--- src/verilog/brap_params.svh ---
// Constants for the burst read address pointer
`ifndef BRAP_PARAMS_SVH
`define BRAP_PARAMS_SVH
`define BRAP_ADDR_STATUS 8'h00
`define BRAP_ADDR_PTR_RESET 8'h00
`define BRAP_ADDR_WALK_FIRST 8'h68
`define BRAP_ADDR_WALK_LAST 8'h78
`define BRAP_ADDR_RESERVED 8'h79
`define BRAP_FMODE_OFF 2'h0
`define BRAP_STATUS_RESET 8'h00
`endif

--- src/verilog/brap_pkg.sv ---
// Types for the burst read address pointer
package brap_pkg;
    typedef enum logic [1:0] {
        brap_idle,
        brap_wait_addr,
        brap_single,
        brap_burst
    } brap_state_t;

    typedef struct packed {
        brap_state_t state;
        logic [7:0] ptr;
        logic [7:0] rdata;
        logic rvalid;
        logic spi_q1;
        logic spi_q2;
    } brap_regs_t;
endpackage : brap_pkg

--- src/verilog/brap_status_mux.sv ---
// Status alias view selection
`timescale 1ns/1ns
`include "brap_params.svh"
module brap_status_mux (
    // Mode
    input wire logic [1:0] fifo_mode,
    // Views
    input wire logic [7:0] sample_ready_flags,
    input wire logic [7:0] fifo_flags,
    // Result
    output logic [7:0] status_view
);
    // Any non-zero mode shows the FIFO view
    assign status_view = (fifo_mode == `BRAP_FMODE_OFF) ?
        sample_ready_flags : fifo_flags;
endmodule : brap_status_mux

--- src/verilog/brap_pointer.sv ---
// Register address pointer with auto increment and status alias
//
// Contract
// The pointer steps only while a burst read is under way, never on a single access.
// In I2C mode a stop condition returns the pointer to 0x00.
// In SPI mode the pointer is not reset between transactions; the host sends a start address.
// Reads of 0x00 give the sample ready flags when FIFO mode is 0b00, else the FIFO flags.
// A burst may start at the status alias and run on into sample or FIFO data.
// From 0x68 through 0x78 each burst step moves to the next address; 0x79 has no successor.
// The host writes the start address first and the pointer loads it before the first byte.
`timescale 1ns/1ns
`include "brap_params.svh"
module brap_pointer (
    // Clock and reset
    input wire logic sys_clk,
    input wire logic reset,
    // Interface select pin
    input wire logic spi_mode,
    // Serial front end events
    input wire logic xfer_start,
    input wire logic addr_valid,
    input wire logic [7:0] addr_byte,
    input wire logic burst_read,
    input wire logic byte_req,
    input wire logic stop_cond,
    input wire logic xfer_end,
    // FIFO mode and views
    input wire logic [1:0] fifo_mode,
    input wire logic [7:0] sample_ready_flags,
    input wire logic [7:0] fifo_flags,
    // Register file read port
    input wire logic [7:0] reg_rdata,
    output logic [7:0] reg_addr,
    // Read data
    output logic [7:0] read_data,
    output logic read_valid,
    output logic [7:0] ptr_addr,
    output logic burst_active
);
    brap_pkg::brap_regs_t cur;
    brap_pkg::brap_regs_t nxt;
    logic [7:0] status_view;
    logic spi_sync;

    brap_status_mux u_status (
        .fifo_mode(fifo_mode),
        .sample_ready_flags(sample_ready_flags),
        .fifo_flags(fifo_flags),
        .status_view(status_view)
    );

    // Successor of an address; the reserved slot holds still
    function automatic logic [7:0] brap_next(input logic [7:0] a);
        if (a == `BRAP_ADDR_RESERVED) begin
            brap_next = a;
        end else begin
            brap_next = a + 8'h01;
        end
    endfunction : brap_next

    assign spi_sync = cur.spi_q2;
    assign reg_addr = cur.ptr;
    assign ptr_addr = cur.ptr;
    assign read_data = cur.rdata;
    assign read_valid = cur.rvalid;
    assign burst_active = (cur.state == brap_pkg::brap_burst);

    always_comb begin
        nxt = cur;
        nxt.spi_q1 = spi_mode;
        nxt.spi_q2 = cur.spi_q1;
        nxt.rvalid = 1'b0;
        case (cur.state)
            brap_pkg::brap_idle: begin
                if (xfer_start) begin
                    nxt.state = brap_pkg::brap_wait_addr;
                end
            end
            brap_pkg::brap_wait_addr: begin
                if (addr_valid) begin
                    nxt.ptr = addr_byte;
                    nxt.state = burst_read ? brap_pkg::brap_burst : brap_pkg::brap_single;
                end
            end
            brap_pkg::brap_single, brap_pkg::brap_burst: begin
                if (byte_req) begin
                    // Alias read of 0x00 lets one burst cover status then data
                    nxt.rdata = (cur.ptr == `BRAP_ADDR_STATUS) ?
                        status_view : reg_rdata;
                    nxt.rvalid = 1'b1;
                    if (cur.state == brap_pkg::brap_burst) begin
                        nxt.ptr = brap_next(cur.ptr);
                    end
                end
            end
            default: begin
                nxt.state = brap_pkg::brap_idle;
            end
        endcase
        if (xfer_end) begin
            nxt.state = brap_pkg::brap_idle;
        end
        // SPI has no stop, so the pointer keeps its place
        if (stop_cond && !spi_sync) begin
            nxt.ptr = `BRAP_ADDR_PTR_RESET;
            nxt.state = brap_pkg::brap_idle;
        end
    end

    always_ff @(posedge sys_clk) begin
        if (reset) begin
            cur.state <= brap_pkg::brap_idle;
            cur.ptr <= `BRAP_ADDR_PTR_RESET;
            cur.rdata <= `BRAP_STATUS_RESET;
            cur.rvalid <= 1'b0;
            cur.spi_q1 <= 1'b0;
            cur.spi_q2 <= 1'b0;
        end else begin
            cur <= nxt;
        end
    end
endmodule : brap_pointer

--- config.mk ---
export PLATFORM = sky130hd
export DESIGN_NAME = brap_pointer
export DESIGN_NICKNAME = d
export VERILOG_FILES = /design/src/verilog/brap_pkg.sv /design/src/verilog/brap_status_mux.sv /design/src/verilog/brap_pointer.sv
export VERILOG_INCLUDE_DIRS = /design/src /design/src/verilog
export SDC_FILE = /design/constraint.sdc
export NUM_CORES = 1
export LEC_CHECK = 0
export BUFFER_PORTS_ARGS = -buffer_cell sky130_fd_sc_hd__buf_2
export CELL_PAD_IN_SITES_DETAIL_PLACEMENT = 1
export CELL_PAD_IN_SITES_GLOBAL_PLACEMENT = 1
export CORE_UTILIZATION = 30
export CTS_BUF_LIST = sky130_fd_sc_hd__clkbuf_8
export CTS_CLUSTER_SIZE = 20
export DETAILED_ROUTE_END_ITERATION = 12
export HOLD_SLACK_MARGIN = 0.05
export PLACE_DENSITY = 0.78
export RECOVER_POWER = 25
export SLEW_MARGIN = 20
export SYNTH_ARGS = -nofsm -noshare
export SYNTH_HDL_FRONTEND = slang
export SYNTH_SLANG_ARGS = --single-unit
--- constraint.sdc ---
create_clock -name sys_clk -period 1.6 [get_ports sys_clk]
set_clock_uncertainty 0.2 [all_clocks]
set_input_delay 0.32 -clock sys_clk [delete_from_list [all_inputs] [get_ports sys_clk]]
set_output_delay 0.32 -clock sys_clk [all_outputs]
set_load 0.1 [all_outputs]
==> results.ini <==
[placed_design]
dp_hpwl_um = 3870
placed_cell_area_sq_um = 2190
io_buffers = 68
place.gp.congestion = 0.908

[global_routing]
antenna_found_initial = 0
grt_usage = 0.214
grt_first_pass_wirelength_um = 8410
gr-total-overflow = 0
grt_max_degree = 18
grt_pass1_vias = 1753

[sta]
fmax_mhz = 573
slew_viol_final = 0
setup_violations = 15
fin_crit_sh = 1.09
setup_slack_ns = -0.146
report.final.hold_viol_count = 0
tightest_slew_ns = 0.490
slew_headroom = 0.676
rsz0062_at_grt = true
period_needed_ns = 1.75

[hold_path]
hold_path_end = cur[1]
min_path_type = in -> reg
hold_start = spi_mode
holdPathStages = 2

[pwr]
ir_drop_mv = 0.295
finalPower_w = 0.00111
p_leak_nw = 1.07
p_per_area_nw_per_um2 = 443

[synth]
synth.most_common_cell = nand2_1
yosysTopAreaCell = dfxtp_1
synth_commonest_cells = nand2_1, buf_4, a21oi_1
synth-seq-cells = 21
synth_edf_count = 0
ys.flop_type = dfxtp_1
yosysTopAreaCellShare = 0.298
ys.warnings.count = 0
ys_async_sr_fraction = 0
synth_area_leaders = dfxtp_1, buf_4, a21oi_1
avgSynthCellArea_sq_um = 7.97
synth.distinct_cells = 35
syn_area_sq_um = 1410
syn_inst = 177
ys_seq_area_frac = 0.298
synth_fp_nets = 223

[finish]
diodes = 0
drive_above_1_share = 0.589
fin_nets = 312
syn_to_final_growth_pct = 78.1
fillers = 513
finalCoreUtilization = 0.565
final_area_sq_um = 2510

[clocking]
clockBufferDepth = 2
cts-buffers-inserted = 3
path_clk_slew_ns = 0.08
cts_tree = done
insertion_delay_ns = 0.26
cts_root_buf = clkbuf_8
h-tree-depth = 1
cts.sinks = 21

[die]
die_w_um = 70.6
num_io_pins = 69
num_rows = 24
start_util = 0.317
die-area_sq_um = 4980
chipHeight_um = 70.6
core_sq_um = 4440

[route]
route.detailed.drc = 2
wl_per_cell_um = 17.1
vias_per_cell = 5.33
drt_wl_total_um = 5420
first_pass_iters = 8
first_iter_violations = 118
vias = 1691
drt.antenna.violating_nets = 0

[setup_path]
crit_fanout = 8
r2r_slack_ns = -0.15
cp.required_ns = 1.60
start_kind = flip-flop
crit_path_end_kind = flip-flop
worst_r2r_path_depth = 7
r2r_end = read_data[0]
timing.rr.start = ptr_addr[1]
worstSetupPathType = reg -> reg
crit_arrival_ns = 1.75

[outcome]
failed_checks = DRC, setup timing
outcome = finished, violations left

[flow_run]
maxCapViolCount = 0

[routing by layer]
layer | GRT usage | up-vias | share of wire
met5 | 0 | - | 0
met4 | 0.0867 | 0 | 0.010
met1 | 0.249 | 819 | 0.43
li1 | - | 806 | -
met2 | 0.393 | 60 | 0.52
met3 | 0.0356 | 6 | 0.043
[critical path: stages, from the launching register on]
cell and delay (ns):
dfxtp_2 0.35, inv_2 0.09, ha_4 0.13, nor4b_4 0.24
buf_6 0.19, a21oi_2 0.06, a311o_1 0.33, a21oi_2 0.11
[layout make-up]
type | count | area (sq um) | share of cell area
clock inverters | 1 | 5.00 | 0.00199
well taps | 52 | 65.1 | 0.0259
multi-input cells | 119 | 893 | 0.356
inverters | 6 | 22.5 | 0.00897
clock buffers | 3 | 41.3 | 0.0164
repair buffers | 115 | 1050 | 0.418
flip-flops and latches | 21 | 435 | 0.173
[cell families (layout without fill, tap and decap cells)]
kind of cell / after synthesis / after routing / share of synthesized area
AND/OR/NAND/NOR: 52 / 52 / 0.192
flip-flops: 21 / 21 / 0.298
adder cells (fa/ha/maj): 3 / 3 / 0.0266
buffers and inverters: 37 / 125 / 0.167
AO/OA/AOI/OAI: 64 / 64 / 0.317
[timing repair]
| action | in CTS | in global routing |
|---|---|---|
| resized for setup | 24 | 25 |
| endpoints found under the hold margin | 2 | 0 |
| buffers inserted | 4 | 8 |
| hold buffers | 1 | 0 |
| pin swaps | 26 | 24 |
| setup endpoints to repair | 21 | 31 |
[worst max path at each step]
stage / endpoint / cells past startpoint / from
2_1_floorplan: read_data[0] / 7 / ptr_addr[0]
3_3_place_gp: read_data[0] / 7 / ptr_addr[0]
3_5_place_dp: read_data[2] / 7 / ptr_addr[1]
4_1_cts: ptr_addr[0] / 6 / ptr_addr[1]
5_1_grt: read_data[0] / 7 / ptr_addr[1]
6_report: read_data[0] / 7 / ptr_addr[1]
[per-stage QoR]
stage	setup slack, ns	hold slack [ns]	setup TNS (ns)	instances
floorplan	-0.0831	0.192	-0.665	177
global placement	-0.0445	0.222	-0.373	302
detailed placement	-0.139	0.237	-1.40	302
CTS	-0.128	0.0692	-1.12	311
global route	-0.207	0.101	-2.31	317
finish	-0.146	0.0693	-1.13	317
[flip-flops by register name, indices dropped and copies added, names as in the netlist]
signal / flops
spi_sync: 1
read_data: 8
read_valid: 1
ptr_addr: 8
cur: 3
[power by group]
part	internal, W	switching, W	leakage, nW
combinational	0.000106	0.000121	0.867
sequential	0.000525	0.00000503	0.174
clock	0.000173	0.000182	0.0255
[cell usage in the layout (no fill, tap or decap), drive strengths merged, types with 2 or more instances in the layout]
cell type | Yosys | routed
buf | 29 | 112
nand2 | 26 | 26
a21oi | 22 | 22
dfxtp | 21 | 21
o21ai | 11 | 11
a311o | 8 | 8
nor2 | 7 | 7
inv | 6 | 6
nand3 | 5 | 5
clkbuf | 2 | 5
a31oi | 4 | 4
nor2b | 3 | 3
ha | 3 | 3
and2 | 3 | 3
nor4 | 3 | 3
o22ai | 2 | 2
a222oi | 2 | 2
a311oi | 2 | 2
o31ai | 2 | 2
a32o | 2 | 2
a211oi | 2 | 2
(Power assumes the default switching activity.)
